File: src/hdl/split_timer_pkg.sv
// Package: register map, field positions, encodings and divider counts of the split timer
package split_timer_pkg;

  // Register byte offsets on the APB bus
  localparam logic [7:0] OFF_CONTROL = 8'h00;
  localparam logic [7:0] OFF_COUNT_LOW = 8'h04;
  localparam logic [7:0] OFF_COUNT_HIGH = 8'h08;
  localparam logic [7:0] OFF_RELOAD_LOW = 8'h0c;
  localparam logic [7:0] OFF_RELOAD_HIGH = 8'h10;
  localparam logic [7:0] OFF_CLOCK_CONTROL = 8'h14;
  localparam logic [7:0] OFF_IRQ_STATUS = 8'h18;
  localparam logic [7:0] OFF_IRQ_MASK = 8'h1c;

  // Timer control register fields
  localparam int CTL_HIGH_FLAG = 7;
  localparam int CTL_LOW_FLAG = 6;
  localparam int CTL_LOW_IRQ_EN = 5;
  localparam int CTL_CAPTURE_EN = 4;
  localparam int CTL_SPLIT = 3;
  localparam int CTL_RUN = 2;
  localparam int CTL_XCLK_MSB = 1;
  localparam int CTL_XCLK_LSB = 0;

  // Clock control register fields
  localparam int CKC_LOW_SEL = 0;
  localparam int CKC_HIGH_SEL = 1;
  localparam int CKC_TIMER_IRQ_EN = 2;
  localparam int CKC_WIDTH = 3;

  // Interrupt status and mask fields
  localparam int IRQ_HIGH = 0;
  localparam int IRQ_LOW = 1;
  localparam int IRQ_WIDTH = 2;

  // Reset values
  localparam logic [7:0] CONTROL_RESET = 8'h00;
  localparam logic [7:0] BYTE_RESET = 8'h00;
  localparam logic [2:0] CLOCK_CONTROL_RESET = 3'h0;
  localparam logic [1:0] IRQ_RESET = 2'h0;

  // External clock select encodings
  localparam logic [1:0] XCLK_SYS_DIV = 2'h0;
  localparam logic [1:0] XCLK_RTC_DIV = 2'h1;
  localparam logic [1:0] XCLK_RESERVED = 2'h2;
  localparam logic [1:0] XCLK_COMPARATOR = 2'h3;

  // Divider counts
  localparam int SYS_DIVIDE = 12;
  localparam int RTC_DIVIDE = 8;

  // Wrap values
  localparam logic [7:0] BYTE_MAX = 8'hff;

  // External tick for one half, shared by both halves
  function automatic logic ext_tick(input logic [1:0] xclk, input logic sys_div,
                                    input logic rtc_div, input logic comp_rise);
    case (xclk)
      XCLK_SYS_DIV: ext_tick = sys_div;
      XCLK_RTC_DIV: ext_tick = rtc_div;
      XCLK_COMPARATOR: ext_tick = comp_rise;
      default: ext_tick = 1'b0; // Reserved code never advances
    endcase
  endfunction : ext_tick

endpackage : split_timer_pkg

File: src/hdl/clock_source_sync.sv
// Synchronisers and dividers producing one-cycle count ticks for the timer
`timescale 1ns/1ps
`default_nettype none
module clock_source_sync #(
  parameter int SYS_DIV = split_timer_pkg::SYS_DIVIDE,
  parameter int RTC_DIV = split_timer_pkg::RTC_DIVIDE
) (
  input wire logic clk_in,
  input wire logic nrst_in,
  input wire logic rtc_osc_in,
  input wire logic comparator_in,
  output logic sys_div_tick_out,
  output logic rtc_div_tick_out,
  output logic comp_rise_tick_out
);

  localparam int SW = $clog2(SYS_DIV);
  localparam int RW = $clog2(RTC_DIV);
  localparam logic [SW-1:0] SYS_LAST = SW'(SYS_DIV - 1);
  localparam logic [RW-1:0] RTC_LAST = RW'(RTC_DIV - 1);

  logic [1:0] rtc_sync; // Two-stage synchroniser, stage 0 read only by stage 1
  logic [1:0] comp_sync; // Same for the comparator
  logic rtc_prev; // Previous synchronised level for edge detection
  logic comp_prev;
  logic [SW-1:0] sys_cnt; // System clock prescaler
  logic [RW-1:0] rtc_cnt; // Counts oscillator rising edges
  logic next_rtc_prev;
  logic next_comp_prev;
  logic [SW-1:0] next_sys_cnt;
  logic [RW-1:0] next_rtc_cnt;
  logic next_sys_tick;
  logic next_rtc_tick;
  logic next_comp_tick;
  logic rtc_rise;

  ////////////////////////////////////////////////////////////////////////////
  // Next-state: edge detection and dividers on synchronised levels only
  always_comb begin
    rtc_rise = rtc_sync[1] & ~rtc_prev;
    next_rtc_prev = rtc_sync[1];
    next_comp_prev = comp_sync[1];
    next_sys_tick = (sys_cnt == SYS_LAST);
    next_sys_cnt = next_sys_tick ? '0 : sys_cnt + SW'(1);
    next_rtc_tick = rtc_rise & (rtc_cnt == RTC_LAST);
    next_rtc_cnt = rtc_cnt;
    if (rtc_rise) begin
      next_rtc_cnt = (rtc_cnt == RTC_LAST) ? '0 : rtc_cnt + RW'(1);
    end
    next_comp_tick = comp_sync[1] & ~comp_prev;
  end

  ////////////////////////////////////////////////////////////////////////////
  // Registers; async inputs enter through two flops before any logic
  always_ff @(posedge clk_in or negedge nrst_in) begin
    if (!nrst_in) begin
      rtc_sync <= 2'h0;
      comp_sync <= 2'h0;
      rtc_prev <= 1'b0;
      comp_prev <= 1'b0;
      sys_cnt <= '0;
      rtc_cnt <= '0;
      sys_div_tick_out <= 1'b0;
      rtc_div_tick_out <= 1'b0;
      comp_rise_tick_out <= 1'b0;
    end else begin
      rtc_sync <= {rtc_sync[0], rtc_osc_in};
      comp_sync <= {comp_sync[0], comparator_in};
      rtc_prev <= next_rtc_prev;
      comp_prev <= next_comp_prev;
      sys_cnt <= next_sys_cnt;
      rtc_cnt <= next_rtc_cnt;
      sys_div_tick_out <= next_sys_tick;
      rtc_div_tick_out <= next_rtc_tick;
      comp_rise_tick_out <= next_comp_tick;
    end
  end

  // Prescaler tick spacing
  AST_SYS_DIV_SPACING: assert property (@(posedge clk_in) disable iff (!nrst_in)
    $rose(sys_div_tick_out) |=> !sys_div_tick_out [*8])
    else $error("System clock prescaler ticked too early");

endmodule : clock_source_sync
`default_nettype wire

File: src/hdl/split_reload_capture_timer.sv
// Split 16-bit auto-reload timer with capture mode and an APB register slave
//
// Function
// 16-bit counter of two 8-bit halves
// 16-bit wrap reloads pair, sets high flag
// Four count sources selectable
// Oscillator and comparator synchronised first
// Interrupt on 16-bit overflow when enabled
// Optional interrupt on low byte wrap
// Split halves reload independently
// Split: run bit gates only high half
// Per-half select: system clock or external
// Split: each half wrap sets its flag
// Split interrupts: high, or either half
// Flags cleared only by software
// Software enables capture, keeps 16-bit mode
// Capture on comparator rise or oscillator/8
// Capture copies count, sets high flag
// Software derives period from capture differences
// Control register layout, resets to zero
// Reserved external select halts that half
`timescale 1ns/1ps
`default_nettype none
module split_reload_capture_timer #(
  parameter int SYS_DIV = split_timer_pkg::SYS_DIVIDE,
  parameter int RTC_DIV = split_timer_pkg::RTC_DIVIDE
) (
  input wire logic clk_in,
  input wire logic nrst_in,
  input wire logic [7:0] paddr_in,
  input wire logic psel_in,
  input wire logic penable_in,
  input wire logic pwrite_in,
  input wire logic [31:0] pwdata_in,
  input wire logic rtc_osc_in,
  input wire logic comparator_in,
  output logic [31:0] prdata_out,
  output logic pready_out,
  output logic pslverr_out,
  output logic irq_out
);

  ////////////////////////////////////////////////////////////////////////////
  // State
  logic [7:0] timer_control_reg; // Flags, enables, split, run, ext select
  logic [7:0] count_low_byte;
  logic [7:0] count_high_byte;
  logic [7:0] reload_low_byte;
  logic [7:0] reload_high_byte;
  logic [2:0] clock_control_reg; // Half selects and timer interrupt enable
  logic [1:0] irq_status; // Sticky, cleared by reading
  logic [1:0] irq_mask;
  logic [7:0] next_control;
  logic [7:0] next_count_low;
  logic [7:0] next_count_high;
  logic [7:0] next_reload_low;
  logic [7:0] next_reload_high;
  logic [2:0] next_clock_control;
  logic [1:0] next_irq_status;
  logic [1:0] next_irq_mask;
  logic [31:0] next_prdata;
  logic next_pready;
  logic next_pslverr;
  logic next_irq;

  // Ticks from the synchroniser block
  logic sys_div_tick;
  logic rtc_div_tick;
  logic comp_rise_tick;

  // Decoded controls
  logic split_select;
  logic run_control;
  logic capture_enable;
  logic low_byte_irq_enable;
  logic [1:0] external_clock_select;
  logic low_half_clock_select;
  logic high_half_clock_select;
  logic timer_irq_enable;
  logic tick_low; // Low half (or whole 16-bit counter) advances
  logic tick_high; // High half advances in split mode
  logic capture_event;
  logic wrap_low; // Low byte wraps from 0xFF (to 0x00 or its reload) this cycle
  logic wrap_high; // High half or whole counter wraps this cycle
  logic apb_done; // Access phase completes on this edge
  logic wr_en;
  logic rd_en;
  logic mapped;

  ////////////////////////////////////////////////////////////////////////////
  // Count source synchronisers and dividers
  clock_source_sync #(
    .SYS_DIV(SYS_DIV),
    .RTC_DIV(RTC_DIV)
  ) u_sync (
    .clk_in(clk_in),
    .nrst_in(nrst_in),
    .rtc_osc_in(rtc_osc_in),
    .comparator_in(comparator_in),
    .sys_div_tick_out(sys_div_tick),
    .rtc_div_tick_out(rtc_div_tick),
    .comp_rise_tick_out(comp_rise_tick)
  );

  ////////////////////////////////////////////////////////////////////////////
  // Field decode and count enables
  assign split_select = timer_control_reg[split_timer_pkg::CTL_SPLIT];
  assign run_control = timer_control_reg[split_timer_pkg::CTL_RUN];
  assign capture_enable = timer_control_reg[split_timer_pkg::CTL_CAPTURE_EN];
  assign low_byte_irq_enable = timer_control_reg[split_timer_pkg::CTL_LOW_IRQ_EN];
  assign external_clock_select =
    timer_control_reg[split_timer_pkg::CTL_XCLK_MSB:split_timer_pkg::CTL_XCLK_LSB];
  assign low_half_clock_select = clock_control_reg[split_timer_pkg::CKC_LOW_SEL];
  assign high_half_clock_select = clock_control_reg[split_timer_pkg::CKC_HIGH_SEL];
  assign timer_irq_enable = clock_control_reg[split_timer_pkg::CKC_TIMER_IRQ_EN];

  // Select 1 picks every system clock, 0 the shared external select
  assign tick_low = low_half_clock_select | split_timer_pkg::ext_tick(
    external_clock_select, sys_div_tick, rtc_div_tick, comp_rise_tick);
  assign tick_high = high_half_clock_select | split_timer_pkg::ext_tick(
    external_clock_select, sys_div_tick, rtc_div_tick, comp_rise_tick);

  // Capture source chosen by the upper external select bit
  assign capture_event = capture_enable &
    (external_clock_select[1] ? comp_rise_tick : rtc_div_tick);

  // Low half free-runs in split mode; 16-bit mode obeys run control
  assign wrap_low = (count_low_byte == split_timer_pkg::BYTE_MAX) &
    tick_low & (split_select | run_control);
  assign wrap_high = split_select ?
    (run_control & tick_high & (count_high_byte == split_timer_pkg::BYTE_MAX)) :
    (wrap_low & (count_high_byte == split_timer_pkg::BYTE_MAX));

  // APB: pready is registered in the setup cycle, so every access completes with no wait state
  assign apb_done = psel_in & penable_in & pready_out;
  assign wr_en = apb_done & pwrite_in;
  assign rd_en = apb_done & ~pwrite_in;

  // Address decode for the error answer; the read mux has its own case
  always_comb begin
    case (paddr_in)
      split_timer_pkg::OFF_CONTROL, split_timer_pkg::OFF_COUNT_LOW,
      split_timer_pkg::OFF_COUNT_HIGH, split_timer_pkg::OFF_RELOAD_LOW,
      split_timer_pkg::OFF_RELOAD_HIGH, split_timer_pkg::OFF_CLOCK_CONTROL,
      split_timer_pkg::OFF_IRQ_STATUS, split_timer_pkg::OFF_IRQ_MASK: mapped = 1'b1;
      default: mapped = 1'b0;
    endcase
  end

  ////////////////////////////////////////////////////////////////////////////
  // Next-state for counter, reload, flags, interrupts and bus answer
  always_comb begin
    next_control = timer_control_reg;
    next_count_low = count_low_byte;
    next_count_high = count_high_byte;
    next_reload_low = reload_low_byte;
    next_reload_high = reload_high_byte;
    next_clock_control = clock_control_reg;
    next_irq_status = irq_status;
    next_irq_mask = irq_mask;

    // Counting
    if (split_select) begin
      if (tick_low) begin
        next_count_low = wrap_low ? reload_low_byte : count_low_byte + 8'h01;
      end
      if (run_control & tick_high) begin
        next_count_high = wrap_high ? reload_high_byte : count_high_byte + 8'h01;
      end
    end else if (run_control & tick_low) begin
      if (wrap_high) begin
        next_count_low = reload_low_byte;
        next_count_high = reload_high_byte;
      end else begin
        next_count_low = count_low_byte + 8'h01;
        next_count_high = wrap_low ? count_high_byte + 8'h01 : count_high_byte;
      end
    end

    // Software writes; flag writes may clear, hardware sets below win
    if (wr_en) begin
      case (paddr_in)
        split_timer_pkg::OFF_CONTROL: next_control = pwdata_in[7:0];
        split_timer_pkg::OFF_COUNT_LOW: next_count_low = pwdata_in[7:0];
        split_timer_pkg::OFF_COUNT_HIGH: next_count_high = pwdata_in[7:0];
        split_timer_pkg::OFF_RELOAD_LOW: next_reload_low = pwdata_in[7:0];
        split_timer_pkg::OFF_RELOAD_HIGH: next_reload_high = pwdata_in[7:0];
        split_timer_pkg::OFF_CLOCK_CONTROL:
          next_clock_control = pwdata_in[split_timer_pkg::CKC_WIDTH-1:0];
        split_timer_pkg::OFF_IRQ_MASK: next_irq_mask = pwdata_in[1:0];
        default: ; // Status is read-only, others unmapped
      endcase
    end

    // Capture overrides a reload write landing on the same edge
    if (capture_event) begin
      next_reload_low = count_low_byte;
      next_reload_high = count_high_byte;
    end

    // Flags only ever set by hardware, never cleared here
    if (wrap_low) begin
      next_control[split_timer_pkg::CTL_LOW_FLAG] = 1'b1;
    end
    if (wrap_high | capture_event) begin
      next_control[split_timer_pkg::CTL_HIGH_FLAG] = 1'b1;
    end

    // Sticky status: read clears, a new event on that edge still sets
    if (rd_en && paddr_in == split_timer_pkg::OFF_IRQ_STATUS) begin
      next_irq_status = split_timer_pkg::IRQ_RESET;
    end
    if (timer_irq_enable & (wrap_high | capture_event)) begin
      next_irq_status[split_timer_pkg::IRQ_HIGH] = 1'b1;
    end
    if (timer_irq_enable & low_byte_irq_enable & wrap_low) begin
      next_irq_status[split_timer_pkg::IRQ_LOW] = 1'b1;
    end
    next_irq = |(next_irq_status & next_irq_mask);

    // Bus answer prepared in the setup cycle
    next_pready = psel_in & ~penable_in;
    next_pslverr = psel_in & ~penable_in & ~mapped;
    next_prdata = 32'h0000_0000;
    if (psel_in & ~penable_in) begin
      case (paddr_in)
        split_timer_pkg::OFF_CONTROL: next_prdata[7:0] = timer_control_reg;
        split_timer_pkg::OFF_COUNT_LOW: next_prdata[7:0] = count_low_byte;
        split_timer_pkg::OFF_COUNT_HIGH: next_prdata[7:0] = count_high_byte;
        split_timer_pkg::OFF_RELOAD_LOW: next_prdata[7:0] = reload_low_byte;
        split_timer_pkg::OFF_RELOAD_HIGH: next_prdata[7:0] = reload_high_byte;
        split_timer_pkg::OFF_CLOCK_CONTROL: next_prdata[2:0] = clock_control_reg;
        split_timer_pkg::OFF_IRQ_STATUS: next_prdata[1:0] = irq_status;
        split_timer_pkg::OFF_IRQ_MASK: next_prdata[1:0] = irq_mask;
        default: next_prdata = 32'h0000_0000;
      endcase
    end
  end

  ////////////////////////////////////////////////////////////////////////////
  // Registers
  always_ff @(posedge clk_in or negedge nrst_in) begin
    if (!nrst_in) begin
      timer_control_reg <= split_timer_pkg::CONTROL_RESET;
      count_low_byte <= split_timer_pkg::BYTE_RESET;
      count_high_byte <= split_timer_pkg::BYTE_RESET;
      reload_low_byte <= split_timer_pkg::BYTE_RESET;
      reload_high_byte <= split_timer_pkg::BYTE_RESET;
      clock_control_reg <= split_timer_pkg::CLOCK_CONTROL_RESET;
      irq_status <= split_timer_pkg::IRQ_RESET;
      irq_mask <= split_timer_pkg::IRQ_RESET;
      prdata_out <= 32'h0000_0000;
      pready_out <= 1'b0;
      pslverr_out <= 1'b0;
      irq_out <= 1'b0;
    end else begin
      timer_control_reg <= next_control;
      count_low_byte <= next_count_low;
      count_high_byte <= next_count_high;
      reload_low_byte <= next_reload_low;
      reload_high_byte <= next_reload_high;
      clock_control_reg <= next_clock_control;
      irq_status <= next_irq_status;
      irq_mask <= next_irq_mask;
      prdata_out <= next_prdata;
      pready_out <= next_pready;
      pslverr_out <= next_pslverr;
      irq_out <= next_irq;
    end
  end

  ////////////////////////////////////////////////////////////////////////////
  // Checks
  logic sw_count_wr; // Software touching count or reload bytes
  assign sw_count_wr = wr_en & (paddr_in == split_timer_pkg::OFF_COUNT_LOW |
    paddr_in == split_timer_pkg::OFF_COUNT_HIGH | paddr_in == split_timer_pkg::OFF_RELOAD_LOW |
    paddr_in == split_timer_pkg::OFF_RELOAD_HIGH);

  AST_WRAP16_RELOAD: assert property (@(posedge clk_in) disable iff (!nrst_in)
    !split_select && run_control && tick_low && !sw_count_wr && !capture_event &&
    {count_high_byte, count_low_byte} == 16'hffff
    |=> {count_high_byte, count_low_byte} == $past({reload_high_byte, reload_low_byte}) &&
        timer_control_reg[split_timer_pkg::CTL_HIGH_FLAG])
    else $error("16-bit wrap did not reload or flag");

  AST_COUNT16_INC: assert property (@(posedge clk_in) disable iff (!nrst_in)
    !split_select && run_control && tick_low && !sw_count_wr &&
    {count_high_byte, count_low_byte} != 16'hffff
    |=> {count_high_byte, count_low_byte} == $past({count_high_byte, count_low_byte}) + 16'h0001)
    else $error("16-bit counter did not increment");

  AST_SPLIT_LOW_FREE: assert property (@(posedge clk_in) disable iff (!nrst_in)
    split_select && !run_control && tick_low && !sw_count_wr &&
    count_low_byte != split_timer_pkg::BYTE_MAX
    |=> count_low_byte == $past(count_low_byte) + 8'h01)
    else $error("Low half stopped while split and run off");

  AST_SPLIT_HIGH_HOLD: assert property (@(posedge clk_in) disable iff (!nrst_in)
    split_select && !run_control && !sw_count_wr |=> $stable(count_high_byte))
    else $error("High half moved with run control off");

  AST_SPLIT_HIGH_WRAP: assert property (@(posedge clk_in) disable iff (!nrst_in)
    split_select && run_control && tick_high && !sw_count_wr && !capture_event &&
    count_high_byte == split_timer_pkg::BYTE_MAX
    |=> count_high_byte == $past(reload_high_byte) &&
        timer_control_reg[split_timer_pkg::CTL_HIGH_FLAG])
    else $error("High half wrap did not reload or flag");

  AST_CAPTURE_COPY: assert property (@(posedge clk_in) disable iff (!nrst_in)
    capture_event
    |=> {reload_high_byte, reload_low_byte} == $past({count_high_byte, count_low_byte}) &&
        timer_control_reg[split_timer_pkg::CTL_HIGH_FLAG])
    else $error("Capture did not copy count or set flag");

  AST_FLAG_STICKY: assert property (@(posedge clk_in) disable iff (!nrst_in)
    timer_control_reg[split_timer_pkg::CTL_LOW_FLAG] &&
    !(wr_en && paddr_in == split_timer_pkg::OFF_CONTROL)
    |=> timer_control_reg[split_timer_pkg::CTL_LOW_FLAG])
    else $error("Low flag cleared without software");

  // Low half on the reserved source holds in both modes; 16-bit mode moves only via low
  AST_RESERVED_HALT: assert property (@(posedge clk_in) disable iff (!nrst_in)
    !low_half_clock_select &&
    external_clock_select == split_timer_pkg::XCLK_RESERVED && !sw_count_wr
    |=> $stable(count_low_byte))
    else $error("Counter advanced on reserved source");

  AST_IRQ_ON_WRAP: assert property (@(posedge clk_in) disable iff (!nrst_in)
    timer_irq_enable && wrap_high && irq_mask[split_timer_pkg::IRQ_HIGH] &&
    !(wr_en && paddr_in == split_timer_pkg::OFF_IRQ_MASK) |=> irq_out)
    else $error("Overflow did not raise interrupt");

  AST_APB_ANSWER: assert property (@(posedge clk_in) disable iff (!nrst_in)
    psel_in && !penable_in |=> pready_out && (pslverr_out == !$past(mapped)))
    else $error("APB answer missing after setup");

  COV_WRAP16: cover property (@(posedge clk_in) disable iff (!nrst_in)
    !split_select && wrap_high);
  COV_SPLIT_BOTH: cover property (@(posedge clk_in) disable iff (!nrst_in)
    split_select && wrap_low ##[1:600] wrap_high);
  COV_CAPTURE_TWICE: cover property (@(posedge clk_in) disable iff (!nrst_in)
    capture_event ##[1:900] capture_event);
  COV_IRQ: cover property (@(posedge clk_in) disable iff (!nrst_in) $rose(irq_out));

endmodule : split_reload_capture_timer
`default_nettype wire

File: config.mk
export PLATFORM = sky130hd
export DESIGN_NAME = split_reload_capture_timer
export DESIGN_NICKNAME = d
export VERILOG_FILES = /design/src/hdl/split_timer_pkg.sv /design/src/hdl/clock_source_sync.sv /design/src/hdl/split_reload_capture_timer.sv
export SDC_FILE = /design/constraint.sdc
export NUM_CORES = 1
export LEC_CHECK = 0
export BUFFER_PORTS_ARGS = -buffer_cell sky130_fd_sc_hd__buf_2
export CAP_MARGIN = 20
export CORE_MARGIN = 8
export CORE_UTILIZATION = 59
export CTS_BUF_LIST = sky130_fd_sc_hd__clkbuf_4
export DETAILED_ROUTE_END_ITERATION = 8
export PLACE_DENSITY = 0.83
export SYNTH_ARGS = -nofsm -noshare
export SYNTH_HDL_FRONTEND = slang
export SYNTH_SLANG_ARGS = --single-unit
File: constraint.sdc
create_clock -name clk_in -period 2.6 [get_ports clk_in]
set_input_delay 0 -clock clk_in [delete_from_list [all_inputs] [get_ports clk_in]]
set_output_delay 0 -clock clk_in [all_outputs]
set_load 0.05 [all_outputs]
== Word-level counts from Yosys, hierarchy flattened ==
Memories as Yosys holds them, arrays and structs flattened.
Cells that the tools add are included.
W data, S select, Z words.

* Reductions and logical operators: 18
* Eq/ne operators: 13
* $add $sub $neg: 4
* Multiplexer cells: 40
* Bitwise logic cells: 29

{| class="wikitable"
|+ Operators with widths
! operator !! number
|-
| $mux W8 || 24
|-
| $eq A8 B5 Y1 const B || 4
|-
| $pmux W5 S5 || 1
|-
| $and A1 B1 Y1 || 19
|-
| $add A8 B1 Y8 const B || 2
|-
| $eq A8 B4 Y1 const B || 2
|-
| $eq A8 B8 Y1 const B || 2
|-
| $pmux W2 S8 || 1
|-
| $reduce_bool A2 Y1 || 7
|-
| $reduce_and A2 Y1 || 6
|-
| $eq A8 B3 Y1 const B || 1
|-
| $logic_not A8 Y1 || 1
|-
| $mux W1 || 7
|-
| $mux W2 || 3
|-
| $pmux W1 S6 || 1
|-
| $not A1 Y1 || 5
|-
| $add A4 B1 Y4 const B || 1
|-
| $eq A4 B4 Y1 const B || 1
|-
| $mux W4 || 1
|-
| $or A1 B1 Y1 || 4
|-
| $add A3 B1 Y3 const B || 1
|-
| $eq A3 B3 Y1 const B || 1
|-
| $logic_not A3 Y1 || 1
|-
| $mux W3 || 1
|-
| other kinds (7) || 7
|}

* Input port bits: 47
* Word-level logic and storage cells: 128
* Memories kept: 1
* Output and inout bits: 35
* Register bits after elaboration: 98
* Bits in read-only memories: 32

{| class="wikitable"
|+ Memories
! memory !! depth !! bits a word !! rd ports !! clocked after Yosys merged registers in !! write ports !! line !! source
|-
| (name not given) || 32 || 1 || 1 || 0 || 0 || split_reload_capture_timer.sv:141 || <nowiki>case (paddr_in)</nowiki>
|}

== Depth between registers and ports, before layout ==
* Depth in word-level cells: 12
* Gate-level depth with buffers: 9
* Mapped depth without buffers: 7

== By module ==
Synthesis repeated with hierarchy kept, for this count alone.

* Cells, all modules: 536
* Area total of the unflattened synthesis: 4877.2 µm²

{| class="wikitable"
|+ Modules (own cells, without submodules)
! module !! instances !! area an instance (µm²) !! cells each !! sequential area each (µm²)
|-
| split_reload_capture_timer || 1 || 4292.9 || 500 || 1451.4
|-
| clock_source_sync || 1 || 584.3 || 36 || 400.4
|}

== Least setup slack after synthesis ==
No wires, ideal clock.

* Path type: reg-to-reg
* Start point: reg count_low_byte[0]
* End point: reg count_low_byte[5]
* Arrival: 2.163 ns
* Stages on the path, launching flop included: 9
* Path slack: 0.355 ns
* Data required time: 2.518 ns
* Buffers on the path: 1
* Clock period less this slack: 2.245 ns
* Cells stage by stage: dfrtp_1 ha_1 nand3_4 or3_4 o21ai_2 buf_6 a21oi_2 or4_1 a31oi_1

* Longest elaborated chain between the ends: 10
* Elaborated cells between the ends (all ways): 13

{| class="wikitable"
|+ Ends and longest elaborated chain
! what !! line !! source
|-
| start, declared || split_reload_capture_timer.sv:46 || <nowiki>logic [7:0] count_low_byte;</nowiki>
|-
| start signal, assigned || split_reload_capture_timer.sv:245 || <nowiki>count_low_byte <= split_timer_pkg::BYTE_RESET;</nowiki>
|-
| start signal, assigned || split_reload_capture_timer.sv:258 || <nowiki>count_low_byte <= next_count_low;</nowiki>
|-
| $eq A8 B8 Y1 || split_reload_capture_timer.sv:128 || <nowiki>assign wrap_low = (count_low_byte == split_timer_pkg::BYTE_MAX) &</nowiki>
|-
| $and A1 B1 Y1 || split_reload_capture_timer.sv:128 ||
|-
| $and A1 B1 Y1 || split_reload_capture_timer.sv:129 || <nowiki>tick_low & (split_select | run_control);</nowiki>
|-
| $and A1 B1 Y1 || split_reload_capture_timer.sv:132 || <nowiki>(wrap_low & (count_high_byte == split_timer_pkg::BYTE_MAX));</nowiki>
|-
| $mux W1 || split_reload_capture_timer.sv:130 || <nowiki>assign wrap_high = split_select ?</nowiki>
|-
| $mux W8 || split_reload_capture_timer.sv:171 || <nowiki>if (wrap_high) begin</nowiki>
|-
| $mux W8 || split_reload_capture_timer.sv:170 || <nowiki>end else if (run_control & tick_low) begin</nowiki>
|-
| $mux W8 (*) || split_reload_capture_timer.sv:163 || <nowiki>if (split_select) begin</nowiki>
|-
| $mux W8 || split_reload_capture_timer.sv:182 || <nowiki>case (paddr_in)</nowiki>
|-
| $mux W8 (*) || split_reload_capture_timer.sv:181 || <nowiki>if (wr_en) begin</nowiki>
|-
| via next_count_low[5] || split_reload_capture_timer.sv:54 || <nowiki>logic [7:0] next_count_low;</nowiki>
|}

The timed path passes the listed nets; every way through them passes the cells marked *.
A chain may end at the register's enable or synchronous reset.

== Worst setup path after layout ==
* Start point: reg timer_control_reg[0]
* End point: reg count_low_byte[6]

* Longest elaborated chain between the ends: 12
* Elaborated cells between the ends (all ways): 20

{| class="wikitable"
|+ Ends and longest elaborated chain
! what !! line !! source
|-
| start, declared || split_reload_capture_timer.sv:45 || <nowiki>logic [7:0] timer_control_reg;</nowiki>
|-
| start signal, assigned || split_reload_capture_timer.sv:244 || <nowiki>timer_control_reg <= split_timer_pkg::CONTROL_RESET;</nowiki>
|-
| start signal, assigned || split_reload_capture_timer.sv:257 || <nowiki>timer_control_reg <= next_control;</nowiki>
|-
| $eq A2 B2 Y1 (tied with other cells) || split_timer_pkg.sv:57 || <nowiki>case (xclk)</nowiki>
|-
| $pmux W1 S3 (*) || split_timer_pkg.sv:57 ||
|-
| $or A1 B1 Y1 || split_reload_capture_timer.sv:118 || <nowiki>assign tick_low = low_half_clock_select | split_timer_pkg::ext_tick(</nowiki>
|-
| $and A1 B1 Y1 || split_reload_capture_timer.sv:128 ||
|-
| $and A1 B1 Y1 || split_reload_capture_timer.sv:129 ||
|-
| $and A1 B1 Y1 || split_reload_capture_timer.sv:132 ||
|-
| $mux W1 || split_reload_capture_timer.sv:130 ||
|-
| $mux W8 || split_reload_capture_timer.sv:171 ||
|-
| $mux W8 || split_reload_capture_timer.sv:170 ||
|-
| $mux W8 (*) || split_reload_capture_timer.sv:163 ||
|-
| $mux W8 || split_reload_capture_timer.sv:182 ||
|-
| $mux W8 (*) || split_reload_capture_timer.sv:181 ||
|-
| via next_count_low[6] || split_reload_capture_timer.sv:54 ||
|}

Marks and branches as above.

==> results.md <==
* Run status: complete, no violations
* Starting Density at 61.1%
* Num Clock Sinks at 74
* Post-Syn Instances at 509
* Die area at 11100 sq um
* Port buffer count at 33
* Post-synth EDFFs at 0
* Area of the core at 7730 sq um
* Number of routed nets with antenna violations at 0
* H-tree levels at 3
* GR Overflow Total at 0
* N_diodes at 0
* Placed Cells at 639
* Clk root buf: clkbuf_4
* Detailed Route Iter0 Violations at 553
* Area delta synth->final at 12.3%
* Total CTS buffers at 9
* Routed wire length at 14300 microns
* Clock Latency Late Sink at 0.46 ns
* GPL Wtd Cong at 0.948
* Hold Path Sink: irq_status[1]$_DFF_PN0_
* Final setup margin at 0.217 ns
* Gr usage total at 25.5%
* Number of detailed-routing iterations run before antenna repair at 5
* Hpwl dp at 10200 microns
* Launching point of the worst reg2reg path: timer_control_reg[0]$_DFFE_PN0P_
* Predominant post-synthesis flop cell: dfrtp_1
* Slew Limit Fails at 0
* Flop pwr share at 52.1%
* Vias in the first global route at 4346
* Post CTS Setup Buffer Count at 0
* Fraction of registers with async set/reset at 100%
* Netlist cell types at 71
* Switching share of power at 32.2%
* DIE WIDTH at 105 microns
* Initial antenna violation count at 0
* P_sw at 762 uW
* Req. time, crit path at 2.94 ns
* Critical Path Source Type: flip-flop
* Worst setup EP type: flip-flop
* Slew headroom at 36.5%
* Fillers at 605
* Wire per inst at 21.3 microns
* Power Density at 447 nW/um^2
* Final clock period utilization by the worst path at 91.6%
* Hold depth at 4
* Layout cells sized above 1 at 21.7%
* HP Start: penable_in
* Hold Crit Class: in -> reg
* Final setup viols at 0
* Vias per cell at 6.68
* Commonest non-fill, non-tap cell in the layout: dfrtp_1
* Met1 Track Usage GR at 32.0%
* Top-level I/O count at 82
* Internal power at 1610 uW
* Kind of critical path: reg -> reg
* First-pass GRT wire length at 22700 microns
* Crit path max fanout at 9
* Leakage power at 0.00222 uW
* Post-synthesis cell area at 4720 sq um
* Final #Nets at 614
* Clk pwr share at 34.5%
* Clk buf depth at 2
* Largest net degree at the start of global routing at 75
* Die Y at 105 microns
* R2r endpoint: count_low_byte[6]$_DFF_PN0_
* RSZ-0062 raised after global routing: false
* MaxCap Viol Count at 0
* GR Layer Usage met3 at 4.75%
* CTS tree: built
* Comb pwr share at 13.4%
* Sum of negative setup slack at 0 ns
* DRC Markers at 0
* Fmax at 420 MHz
* Gr busiest metal: met2
* R2R depth at 7
* Row cnt at 32
* Reg-to-reg slack, setup at 0.22 ns
* CTS clk-pin slew, worst paths at 0.16 ns
* Via Count at 4469
* Warnings from Yosys at 0
* Slew @ Worst Pin at 0.953 ns
* #FFs+latches synth at 74
* Maximum vdd ir drop at 0.000506 V
* Post-synthesis sequential area ratio at 39.2%
* Avg Cell Area, Syn at 9.27 sq um
* Setup Skew at 0.0324 ns
* Non-Filler Instances at 669
* Setup WS pre-CTS at 0.123 ns
* Critical Path AT at 2.72 ns
* Most frequent cells in the layout: dfrtp_1, nand2_1, nor2_1, buf_4, buf_2
* Grt met2 use at 41.3%
* Final Hold Vio Count at 0
* Min Tclk post-route at 2.38 ns
## layout make-up
type | instances | area [sq um] | area share [%]
multi-input cells | 392 | 2590 | 48.9
repair buffers | 80 | 556 | 10.5
clock buffers | 9 | 67.6 | 1.28
flip-flops and latches | 74 | 1850 | 35.0
well taps | 102 | 128 | 2.41
clock inverters | 7 | 85.1 | 1.61
inverters | 5 | 18.8 | 0.354
## cells in the mapped netlist, drive strengths merged (3+ instances only)
cell,n,area (sq um)
a211o,3,26.3
a211oi,5,37.5
a21o,6,45.0
a21oi,25,133
a222oi,5,50.1
a22oi,9,67.6
a311oi,4,35.0
a31oi,6,37.5
and2,4,25.0
and3,9,56.3
and4,4,35.0
buf,42,282
clkbuf,19,71.3
dfrtp,74,1850
ha,5,62.6
inv,5,18.8
mux2,17,191
mux2i,26,260
mux4,4,90.1
nand2,52,198
nand2b,6,37.5
nand3,18,103
nand4,10,62.6
nor2,36,138
nor2b,4,25.0
nor3,12,70.1
nor4,3,40.0
o2111ai,5,43.8
o211ai,5,42.5
o21ai,37,189
o221ai,4,35.0
o22ai,6,37.5
o31ai,3,22.5
or2,3,18.8
or3,3,23.8
or4,4,30.0
## worst max-delay path, cell delays in order (launching register included)
cell	delay (ns)
dfrtp_1	0.50
mux2_2	0.41
o221a_2	0.26
o21ai_2	0.39
buf_4	0.23
o211ai_1	0.12
a211oi_1	0.27
nor2_1	0.08
## routing by layer
metal	routed length [microns]	part of all wire (%)
met1	5560	39
met2	6860	48
met3	1390	9.7
met4	463	3.2
met5	0	0
## power groups by stage
stage	sequential (uW)	clock (uW)	combinational (uW)
finish	1230	818	318
global route	1240	856	347
CTS	1230	816	314
detailed placement	1250	0	297
global placement	1250	0	289
floorplan	1240	0	239
## cell families (layout without fill, tap and decap cells)
kind of cell / count (synthesis) / after routing / share of synthesized area, %
AND/OR/NAND/NOR: 173 / 173 / 19.1
AO/OA/AOI/OAI: 139 / 139 / 20.1
flip-flops: 74 / 74 / 39.2
buffers and inverters: 66 / 101 / 7.88
multiplexers: 47 / 47 / 11.5
adder cells (fa/ha/maj): 5 / 5 / 1.33
XOR/XNOR: 4 / 4 / 0.743
other: 1 / 24 / 0.0795
## through the flow
stage / hold WS (ns) / utilization, % / total power [uW] / area (sq um)
6_report: 0.0271 / 68.6 / 2370 / 5300
5_1_grt: 0.0499 / 68.6 / 2440 / 5300
4_1_cts: 0.00918 / 68.5 / 2360 / 5290
3_5_place_dp: 0.109 / 64.7 / 1550 / 5000
3_3_place_gp: 0.112 / 64.7 / 1540 / 5000
2_1_floorplan: -0.296 / - / 1480 / 4800
## worst max path at each step
stage / start / end / cells past startpoint
after floorplan: count_low_byte[0]$_DFF_PN0_ / count_low_byte[5]$_DFF_PN0_ / 8
after global placement: timer_control_reg[0]$_DFFE_PN0P_ / count_low_byte[6]$_DFF_PN0_ / 7
after detailed placement: timer_control_reg[0]$_DFFE_PN0P_ / count_low_byte[6]$_DFF_PN0_ / 7
after CTS: timer_control_reg[0]$_DFFE_PN0P_ / count_low_byte[6]$_DFF_PN0_ / 7
after global routing: count_low_byte[1]$_DFF_PN0_ / count_high_byte[7]$_DFF_PN0_ / 9
final: timer_control_reg[0]$_DFFE_PN0P_ / count_low_byte[6]$_DFF_PN0_ / 7
## timing repair
item	CTS	global route
endpoints found under the setup margin	0	7
hold buffers	14	0
endpoints found under the hold margin	126	0
gates resized for setup	0	2
No activity file was read; power rests on OpenSTA's default activity.
